File: src/lcm_params.svh
// Constants of the lossless context modeller.
`ifndef LCM_PARAMS_SVH
`define LCM_PARAMS_SVH
`define LCM_AREA_BINS       8'd158
`define LCM_ZERO_GROUPS_END 8'd100
`define LCM_CAT_BASE_SMALL  8'd100
`define LCM_CAT_BASE_LARGE  8'd129
`define LCM_MAG_OFFSET      8'd14
`define LCM_SIGN_OFFSET     8'd1
`define LCM_SIZE_POS_OFFSET 8'd2
`define LCM_SIZE_NEG_OFFSET 8'd3
`define LCM_LEFT_WEIGHT     20
`define LCM_ABOVE_WEIGHT    4
`define LCM_DEF_LOWER       4'h0
`define LCM_DEF_UPPER       4'h1
`define LCM_MIN_PREC        5'h02
`define LCM_MAX_PREC        5'h10
`define LCM_LINE_MAX        64
`define LCM_COL_W           6
`define LCM_FIFO_DEPTH      32
`define LCM_FIRST_CAT_MASK  16'h0002
`endif

File: src/lcm_pkg.sv
// Types shared by the lossless context modeller.
`include "lcm_params.svh"
package lcm_pkg;
    typedef enum logic [2:0] {CLS_ZERO, CLS_SPOS, CLS_SNEG, CLS_LPOS, CLS_LNEG} lcm_class_t;
    typedef enum logic [2:0] {ST_IDLE, ST_RST, ST_ZERO, ST_SIGN, ST_SIZE, ST_CAT, ST_BITS} lcm_state_t;
    typedef struct packed {
        logic [15:0] sample;
        logic [15:0] prediction;
        logic        line_start;
        logic        restart;
        logic [1:0]  table_sel;
    } lcm_sample_t;
    typedef struct packed {
        logic [15:0] diff;
        logic [15:0] prediction;
    } lcm_recon_in_t;
    typedef struct packed {
        logic       rst_bins;
        logic [1:0] table_sel;
        logic [7:0] bin;
        logic       bit_val;
        logic       last;
    } lcm_token_t;
endpackage : lcm_pkg

File: src/lcm_top.sv
// Context modeller with decision FIFO and decoder reconstruction path.
// Overview of operation
// - Condition zero, sign and size decisions on the left and above neighbour differences of the component.
// - Sort each neighbour difference into zero, small or large, positive or negative.
// - Two classes give 25 states, each keeping four decision bins.
// - First line after scan start or restart uses zero class above.
// - At every line start the left difference counts as zero.
// - Each statistics area holds 158 contiguous bins.
// - First 100 bins are 25 groups of four picked by the zero base.
// - Zero base is 20 times left class plus 4 times above class.
// - Remaining 58 bins are two sets of 15 category and 14 bit bins.
// - Category base is 100 for zero or small above, 129 for large.
// - Zero at base, sign base+1, size base+2 positive or base+3 negative.
// - Category decision n uses category base plus n minus one, up to +14.
// - Magnitude bits use the bin fourteen above the ending category bin.
// - Bounds default to 0 and 1 and may be loaded from a marker.
// - Every bin is reinitialised at scan start and each restart; here srst queues no bin reset token, only a sample with restart set does.
// - Precision 2 to 16 bits accepted; up to four tables per scan.
// - On restart the decoder resets prediction and statistics like the encoder; the decoder reconstruction path here has no restart input.
// - Decoder adds difference to prediction modulo 2 to the 16.
// - Non-zero point shift multiplies the reconstructed output by 2 to the shift.
// - One sample is the data unit of every control procedure.
// - Initial prediction is 2 to the P-1, reduced by the point shift.
// - Encoder difference is sample minus prediction modulo 2 to the 16.
`timescale 1ns/1ps
`include "lcm_params.svh"

module lcm_fifo #(
    parameter int W = 13,
    parameter int D = 32
) (
    input  wire logic         ref_clk,
    input  wire logic         srst,
    input  wire logic         in_valid,
    output logic              in_ready,
    input  wire logic [W-1:0] in_data,
    output logic              out_valid,
    input  wire logic         out_ready,
    output logic [W-1:0]      out_data
);
    localparam int AW = $clog2(D);
    typedef struct packed {
        logic [D-1:0][W-1:0] mem;
        logic [AW-1:0]       wp;
        logic [AW-1:0]       rp;
        logic [AW:0]         cnt;
    } lcm_fifo_st_t;
    lcm_fifo_st_t q;
    lcm_fifo_st_t d;
    logic         push;
    logic         pop;

    assign in_ready  = (q.cnt != (AW+1)'(D));
    assign out_valid = (q.cnt != '0);
    assign out_data  = q.mem[q.rp];
    assign push      = in_valid && in_ready;
    assign pop       = out_valid && out_ready;

    always_comb begin
        d = q;
        if (push) begin
            d.mem[q.wp] = in_data;
            d.wp = (q.wp == AW'(D-1)) ? '0 : AW'(q.wp + 1'b1);
        end
        if (pop) begin
            d.rp = (q.rp == AW'(D-1)) ? '0 : AW'(q.rp + 1'b1);
        end
        d.cnt = (AW+1)'(q.cnt + {AW'(0), push} - {AW'(0), pop});
    end

    always_ff @(posedge ref_clk) begin
        if (srst) begin
            q <= '0;
        end else begin
            q <= d;
        end
    end
endmodule : lcm_fifo

module lcm_top (
    input  wire logic                 ref_clk,
    input  wire logic                 srst,
    input  wire logic                 in_valid,
    output logic                      in_ready,
    input  wire lcm_pkg::lcm_sample_t in_data,
    input  wire logic                 cond_load,
    input  wire logic [3:0]           cond_lower,
    input  wire logic [3:0]           cond_upper,
    input  wire logic [4:0]           cfg_precision,
    input  wire logic [3:0]           cfg_point_shift,
    input  wire logic                 dec_valid,
    input  wire lcm_pkg::lcm_recon_in_t dec_data,
    output logic                      recon_valid,
    output logic [15:0]               recon_sample,
    output logic [15:0]               init_pred,
    output logic                      pred_reload,
    output logic                      prec_error,
    output logic                      out_valid,
    input  wire logic                 out_ready,
    output lcm_pkg::lcm_token_t       out_token
);
    typedef struct packed {
        lcm_pkg::lcm_state_t                  st;
        logic [15:0]                          sz;
        logic [15:0]                          mask;
        logic [7:0]                           zbase;
        logic [7:0]                           cbase;
        logic [7:0]                           ctx;
        logic                                 neg;
        logic                                 nonzero;
        logic [1:0]                           table_sel;
        logic [`LCM_COL_W-1:0]                col;
        logic                                 above_ok;
        logic [15:0]                          left;
        logic [3:0]                           bnd_lo;
        logic [3:0]                           bnd_hi;
        logic [`LCM_LINE_MAX-1:0][15:0]       line;
        logic [15:0]                          recon;
        logic                                 recon_v;
        logic [15:0]                          init_pred;
        logic                                 reload;
        logic                                 prec_err;
    } lcm_core_t;

    lcm_core_t           q;
    lcm_core_t           d;
    lcm_pkg::lcm_token_t tok;
    logic                emit;
    logic                fifo_ready;
    logic                push;
    logic                in_fire;

    function automatic lcm_pkg::lcm_class_t lcm_classify(input logic [15:0] diff, input logic [3:0] lo,
                                                         input logic [3:0] hi);
        logic [16:0] mag;
        logic [16:0] tz;
        logic [16:0] ts;
        mag = diff[15] ? {1'b0, 16'(~diff + 16'h0001)} : {1'b0, diff};
        tz  = (17'h00001 << lo) >> 1;
        ts  = 17'h00001 << hi;
        if (mag <= tz) begin
            return lcm_pkg::CLS_ZERO;
        end else if (mag <= ts) begin
            return diff[15] ? lcm_pkg::CLS_SNEG : lcm_pkg::CLS_SPOS;
        end else begin
            return diff[15] ? lcm_pkg::CLS_LNEG : lcm_pkg::CLS_LPOS;
        end
    endfunction : lcm_classify

    function automatic logic [7:0] lcm_zero_base(input lcm_pkg::lcm_class_t lc, input lcm_pkg::lcm_class_t ac);
        return 8'(`LCM_LEFT_WEIGHT * int'(lc) + `LCM_ABOVE_WEIGHT * int'(ac));
    endfunction : lcm_zero_base

    assign in_fire = in_valid && in_ready;
    assign in_ready = (q.st == lcm_pkg::ST_IDLE) && !q.prec_err;
    assign emit = (q.st != lcm_pkg::ST_IDLE);
    assign push = emit && fifo_ready;

    always_comb begin
        tok           = '0;
        tok.table_sel = q.table_sel;
        case (q.st)
            lcm_pkg::ST_RST: begin
                tok.rst_bins = 1'b1;
            end
            lcm_pkg::ST_ZERO: begin
                tok.bin     = q.zbase;
                tok.bit_val = q.nonzero;
                tok.last    = !q.nonzero;
            end
            lcm_pkg::ST_SIGN: begin
                tok.bin     = 8'(q.zbase + `LCM_SIGN_OFFSET);
                tok.bit_val = q.neg;
            end
            lcm_pkg::ST_SIZE: begin
                tok.bin     = 8'(q.zbase + (q.neg ? `LCM_SIZE_NEG_OFFSET : `LCM_SIZE_POS_OFFSET));
                tok.bit_val = (q.sz != 16'h0000);
                tok.last    = (q.sz == 16'h0000);
            end
            lcm_pkg::ST_CAT: begin
                tok.bin     = q.ctx;
                tok.bit_val = (q.sz >= q.mask);
                tok.last    = (q.sz < q.mask) && ((q.mask >> 2) == 16'h0000);
            end
            lcm_pkg::ST_BITS: begin
                tok.bin     = q.ctx;
                tok.bit_val = ((q.sz & q.mask) != 16'h0000);
                tok.last    = (q.mask == 16'h0001);
            end
            default: begin
                tok = '0;
            end
        endcase
    end

    always_comb begin
        logic [15:0]         diff;
        logic [15:0]         above;
        logic [15:0]         leftv;
        logic [15:0]         mag;
        logic [`LCM_COL_W-1:0] col;
        logic                above_on;
        lcm_pkg::lcm_class_t ac;
        diff     = '0;
        above    = '0;
        leftv    = '0;
        mag      = '0;
        col      = '0;
        above_on = 1'b0;
        ac       = lcm_pkg::CLS_ZERO;
        d        = q;
        d.reload = 1'b0;
        if (cond_load) begin
            d.bnd_lo = cond_lower;
            d.bnd_hi = cond_upper;
        end
        d.prec_err  = (cfg_precision < `LCM_MIN_PREC) || (cfg_precision > `LCM_MAX_PREC);
        d.init_pred = 16'((17'h00001 << (cfg_precision - 5'h01)) >> cfg_point_shift);
        d.recon_v   = dec_valid;
        if (dec_valid) begin
            d.recon = 16'(16'(dec_data.prediction + dec_data.diff) << cfg_point_shift);
        end
        if (in_fire) begin
            diff     = 16'(in_data.sample - in_data.prediction);
            col      = in_data.line_start ? '0 : q.col;
            above_on = in_data.restart ? 1'b0 : (in_data.line_start ? 1'b1 : q.above_ok);
            above    = above_on ? q.line[col] : 16'h0000;
            leftv    = in_data.line_start ? 16'h0000 : q.left;
            ac       = lcm_classify(above, q.bnd_lo, q.bnd_hi);
            mag      = diff[15] ? 16'(~diff + 16'h0001) : diff;
            d.zbase  = lcm_zero_base(lcm_classify(leftv, q.bnd_lo, q.bnd_hi), ac);
            d.cbase  = (ac == lcm_pkg::CLS_LPOS || ac == lcm_pkg::CLS_LNEG) ?
                       `LCM_CAT_BASE_LARGE : `LCM_CAT_BASE_SMALL;
            d.neg       = diff[15];
            d.nonzero   = (diff != 16'h0000);
            d.sz        = 16'(mag - 16'h0001);
            d.table_sel = in_data.table_sel;
            d.above_ok  = above_on;
            d.line[col] = diff;
            d.left      = diff;
            d.col       = `LCM_COL_W'(col + 1'b1);
            d.reload    = in_data.restart;
            d.st        = in_data.restart ? lcm_pkg::ST_RST : lcm_pkg::ST_ZERO;
        end else if (push) begin
            case (q.st)
                lcm_pkg::ST_RST: begin
                    d.st = lcm_pkg::ST_ZERO;
                end
                lcm_pkg::ST_ZERO: begin
                    d.st = q.nonzero ? lcm_pkg::ST_SIGN : lcm_pkg::ST_IDLE;
                end
                lcm_pkg::ST_SIGN: begin
                    d.st = lcm_pkg::ST_SIZE;
                end
                lcm_pkg::ST_SIZE: begin
                    d.ctx  = q.cbase;
                    d.mask = `LCM_FIRST_CAT_MASK;
                    d.st   = (q.sz != 16'h0000) ? lcm_pkg::ST_CAT : lcm_pkg::ST_IDLE;
                end
                lcm_pkg::ST_CAT: begin
                    if (q.sz >= q.mask) begin
                        d.ctx  = 8'(q.ctx + 1'b1);
                        d.mask = q.mask << 1;
                    end else begin
                        d.ctx  = 8'(q.ctx + `LCM_MAG_OFFSET);
                        d.mask = q.mask >> 2;
                        d.st   = ((q.mask >> 2) == 16'h0000) ? lcm_pkg::ST_IDLE : lcm_pkg::ST_BITS;
                    end
                end
                lcm_pkg::ST_BITS: begin
                    d.mask = q.mask >> 1;
                    d.st   = (q.mask == 16'h0001) ? lcm_pkg::ST_IDLE : lcm_pkg::ST_BITS;
                end
                default: begin
                    d.st = lcm_pkg::ST_IDLE;
                end
            endcase
        end
    end

    always_ff @(posedge ref_clk) begin
        if (srst) begin
            q        <= '0;
            q.st     <= lcm_pkg::ST_IDLE;
            q.bnd_lo <= `LCM_DEF_LOWER;
            q.bnd_hi <= `LCM_DEF_UPPER;
        end else begin
            q <= d;
        end
    end

    lcm_fifo #(
        .W($bits(lcm_pkg::lcm_token_t)),
        .D(`LCM_FIFO_DEPTH)
    ) u_fifo (
        .ref_clk  (ref_clk),
        .srst     (srst),
        .in_valid (emit),
        .in_ready (fifo_ready),
        .in_data  (tok),
        .out_valid(out_valid),
        .out_ready(out_ready),
        .out_data (out_token)
    );

    assign recon_valid  = q.recon_v;
    assign recon_sample = q.recon;
    assign init_pred    = q.init_pred;
    assign pred_reload  = q.reload;
    assign prec_error   = q.prec_err;
endmodule : lcm_top

File: config.mk
export PLATFORM = sky130hd
export DESIGN_NAME = lcm_top
export DESIGN_NICKNAME = d
export VERILOG_FILES = /design/src/lcm_pkg.sv /design/src/lcm_top.sv
export VERILOG_INCLUDE_DIRS = /design/src /design/src/src
export SDC_FILE = /design/constraint.sdc
export NUM_CORES = 2
export LEC_CHECK = 0
export BUFFER_PORTS_ARGS = -buffer_cell sky130_fd_sc_hd__buf_2
export CAP_MARGIN = 20
export CORE_AREA = 8 8 417 419
export CTS_BUF_LIST = sky130_fd_sc_hd__clkbuf_8
export DETAILED_ROUTE_END_ITERATION = 16
export DIE_AREA = 0 0 425 427
export PLACE_DENSITY = 0.58
export SYNTH_ARGS = -nofsm -noshare
export SYNTH_HDL_FRONTEND = slang
export SYNTH_SLANG_ARGS = --single-unit
File: constraint.sdc
create_clock -name ref_clk -period 6.7 [get_ports ref_clk]
set_clock_uncertainty 0.05 [all_clocks]
set_input_delay 0 -clock ref_clk [delete_from_list [all_inputs] [get_ports ref_clk]]
set_output_delay 0 -clock ref_clk [all_outputs]
set_load 0.05 [all_outputs]
==> impl_results.md <==
- Slew Limit Fails: 0
- Clock buffer depth: 4
- CTS Buf Count: 295
- Top_reg_cell synth: dfxtp_1
- CP Launch Type: register
- Detail Route Antenna Nets: 0
- Setup CP Type: register to register
- Synth Cell Area: about 0.075 mm^2
- Area of the multi-input gates: 0.03967 mm^2
- DR DRC count: 0
- CTS H-tree depth: 5
- Ys async rst share: 0%
- Rel. slew slack: between 10% and 20%
- Worst Path Arrival: between 7 and 8 ns
- Flip-flop and latch area: approximately 0.032 mm^2
- Die ar.: around 0.18 mm^2
- Iteration count of the initial detailed-routing pass: 6
- Layout cells sized above 1: about an eighth
- Via count: 71300
- EDFF count, synth: 0
- CP required: between 7 and 8 ns
- GRT Max-Usage Layer: met2
- Core area: roughly 0.17 mm^2
- Status: finished, final reports clean
- Max-cap viol count: 0
- Yosys Warn Count: 0
- FF-to-FF path depth: 28
- Post-DP HPWL: 198500 um
- PwrDens: approximately 300 mW/mm^2
- Vias in the first global route: around 67000
- Sequential fraction of the synthesis area: roughly 42%
- Reg power frac: a little under two fifths
- Pwr Total: roughly 0.025 W
- CTS tree: yes
- Routed WL per cell: 25.43 um
- Die W: 425 um
- Setup violators final: 0
- Unique masters post-synth: ~110
- First-pass GRT wire length: between 400000 and 500000 um
- Combinational fraction of design power: around 25%
- Post-synthesis cell count: a little over 9000
- Tcrit/Tclk final: 96.50%
- Fillers: 16100
- Area grow syn2layout: 15.16%
- Hold Path Depth: 4
- Critical Path Fanout Max: 15
- Max incr delay on CP: about 0.80 ns
- Hold Crit Class: input port to register
- Avg Synthesized Cell Area: approximately 8.0 um^2
- P_int: approximately 0.017 W
- Final critical-path required period: 6.465 ns
- FP Rows: 151
- Sink Count: roughly 1600
- GR met3 Demand/Resource: under 10%
- Initial antenna violation count: 9
- Clk root buf: clkbuf_8
- Clock Power Share: between 30% and 40%
- Final Worst Setup Slack: roughly 0.23 ns
- Switching pwr: just under 0.009 W
- Most common cell after layout, fill and taps aside: nor2_1
- Global-route track usage on met2: between 40 and 50%
- Worst Setup End Kind: register
- Initial Util: roughly 44%
- Worst Max-Slew Pin Slew: approximately 1.3 ns
- Pre-CTS setup slack: -0.05187 ns
- Total negative slack: 0 ns
- Non-Filler Instances: about 12000
- Num ports: ~140
- Peak supply drop: 0.0002545 V
- Nets: approximately 9700
- DRT Wirelength: ~300000 um
- GRT Overall Usage: a little under a third
- Iter 0 DRT Violations: a little over 8000
- Met1 GRT Util: a little under 40%
- Worst-skew pair later-pin latency: 1.06 ns
- Overflow after GRT: 0
- Mapped Nets: ~9600
- Final Hold Vio Count: 0
- Placed insts: approximately 11000
- Via density: 5.998
- Sw frac: 34.07%
- Commonest non-fill, non-tap cells in the layout: 2088 x nor2_1, 1570 x dfxtp_1, 1258 x a21oi_1
- Clock transition at path regs: 0.06 ns
- Die Y: between 400 and 500 um
- Largest net degree at the start of global routing: roughly 230
- F_max: 154.7 MHz
- Placer Congestion: 1.017
- LEAKAGE: 31.17 nW
- Hold WS: about 0.018 ns
- FF+latch count, synth: 1576
- Slowest CP cell: a222oi_1
- PortBufs: 140
## sequential cells by signal, indices dropped and copies added (netlist names)
name	count
q	1109
u_fifo.q	432
init_pred	16
recon_sample	16
prec_error	1
pred_reload	1
recon_valid	1
## timing repair
item	CTS	global route
setup endpoints to repair	3	5
pin swaps	0	12
hold endpoints to repair	612	0
gates cloned	0	3
gates resized for setup	1	46
setup buffers	0	13
hold buffers	175	0
## worst max-delay path: cells and delay by family, from the launching register on
family	cells	cell delay (ns)
buffers and inverters	6	1.02
DFF	1	0.39
xor gates and xnor gates	2	0.44
adders and majority gates	3	1.06
and+or+nand+nor	6	1.10
AOI/OAI and AO/OA	11	2.30
## synth_stat cells, types with 12 or more instances
| library cell | instances | area (um^2) |
|---|---|---|
| o22ai_1 | 142 | 888.4 |
| a2bb2oi_1 | 35 | 306.5 |
| inv_1 | 76 | 285.3 |
| nor2_1 | 2109 | 7916 |
| a31oi_1 | 39 | 244.0 |
| nand2_1 | 1098 | 4121 |
| o221ai_1 | 25 | 219.0 |
| nor3b_1 | 39 | 292.8 |
| a21oi_1 | 1265 | 6331 |
| buf_4 | 67 | 503.0 |
| buf_1 | 55 | 206.5 |
| dfxtp_1 | 1576 | 31550 |
| a221oi_1 | 27 | 236.5 |
| ha_1 | 156 | 1952 |
| nor2b_1 | 46 | 287.8 |
| nand3_1 | 70 | 350.3 |
| a211oi_1 | 428 | 3213 |
| o21bai_1 | 21 | 157.7 |
| xor2_1 | 38 | 332.8 |
| a22oi_1 | 89 | 668.1 |
| or2_2 | 17 | 106.4 |
| buf_2 | 65 | 325.3 |
| clkbuf_1 | 633 | 2376 |
| o2111ai_1 | 24 | 210.2 |
| o211ai_1 | 33 | 247.7 |
| nand4_1 | 26 | 162.7 |
| o31ai_1 | 15 | 112.6 |
| mux2i_1 | 252 | 2522 |
| nand2b_1 | 21 | 131.4 |
| and2_1 | 23 | 143.9 |
| nor3_1 | 89 | 445.4 |
| and3b_1 | 12 | 105.1 |
| xnor2_1 | 46 | 402.9 |
| a21o_1 | 33 | 247.7 |
| mux2_2 | 47 | 529.3 |
| mux4_2 | 134 | 3018 |
| o22a_1 | 12 | 105.1 |
| o21a_1 | 21 | 157.7 |
| o21ai_0 | 167 | 835.8 |
| and3_1 | 17 | 106.4 |
| nor4_1 | 21 | 131.4 |
## through the flow
step	instance area, um^2	utilization [%]
floorplan	74560	-
global placement	77910	46.44
detailed placement	77960	46.47
CTS	85380	50.89
global route	85840	51.17
finish	85850	51.17
## logic make-up (layout without fill, tap and decap cells)
kind of cell | after synthesis | after routing | synth area share [%]
AO/OA/AOI/OAI | 2485 | 2485 | 20.48
AND/OR/NAND/NOR | 3661 | 3661 | 20.11
XOR/XNOR | 88 | 88 | 1.074
buffers and inverters | 913 | 1257 | 5.154
multiplexers | 433 | 433 | 8.141
flip-flops | 1576 | 1576 | 42.32
adder cells (fa/ha/maj) | 160 | 160 | 2.725
other | 0 | 9 | 0
## final cells by class
type,count,area share [%]
multi-input cells,6827,46.20
well taps,2218,3.232
repair buffers,693,6.820
flip-flops and latches,1576,36.77
diodes,9,0.02623
clock inverters,120,0.7841
clock buffers,362,5.803
inverters,82,0.3614
## path summary, 6_finish.rpt
check | slack, ns | to | start
setup / recovery | 0.23 | q[1116]$_SDFFE_PP0P_ | q[1084]$_SDFFE_PP0P_
hold / removal | 0.02 | prec_error$_SDFF_PP0_ | cfg_precision[4]
setup reg to reg | 0.23 | q[1116]$_SDFFE_PP0P_ | q[1084]$_SDFFE_PP0P_
hold reg to reg | 0.40 | u_fifo.q[396]$_SDFFE_PP0P_ | u_fifo.q[396]$_SDFFE_PP0P_
## per-layer routing
metal	share of wire, %	wire length (um)
met1	40	119900
met2	44	132800
met5	0.0043	13
met3	9.3	28120
met4	7.1	21430
## power groups by stage
stage                     logic [W]  registers [W]  clock network (W)
after floorplan             0.00381        0.00984                  0
after global placement      0.00598        0.00998                  0
after detailed placement    0.00603        0.00999                  0
after CTS                   0.00617        0.00979            0.00935
after global routing        0.00675        0.00981            0.00979
final                       0.00646        0.00979            0.00923
(Power assumes the default switching activity.)
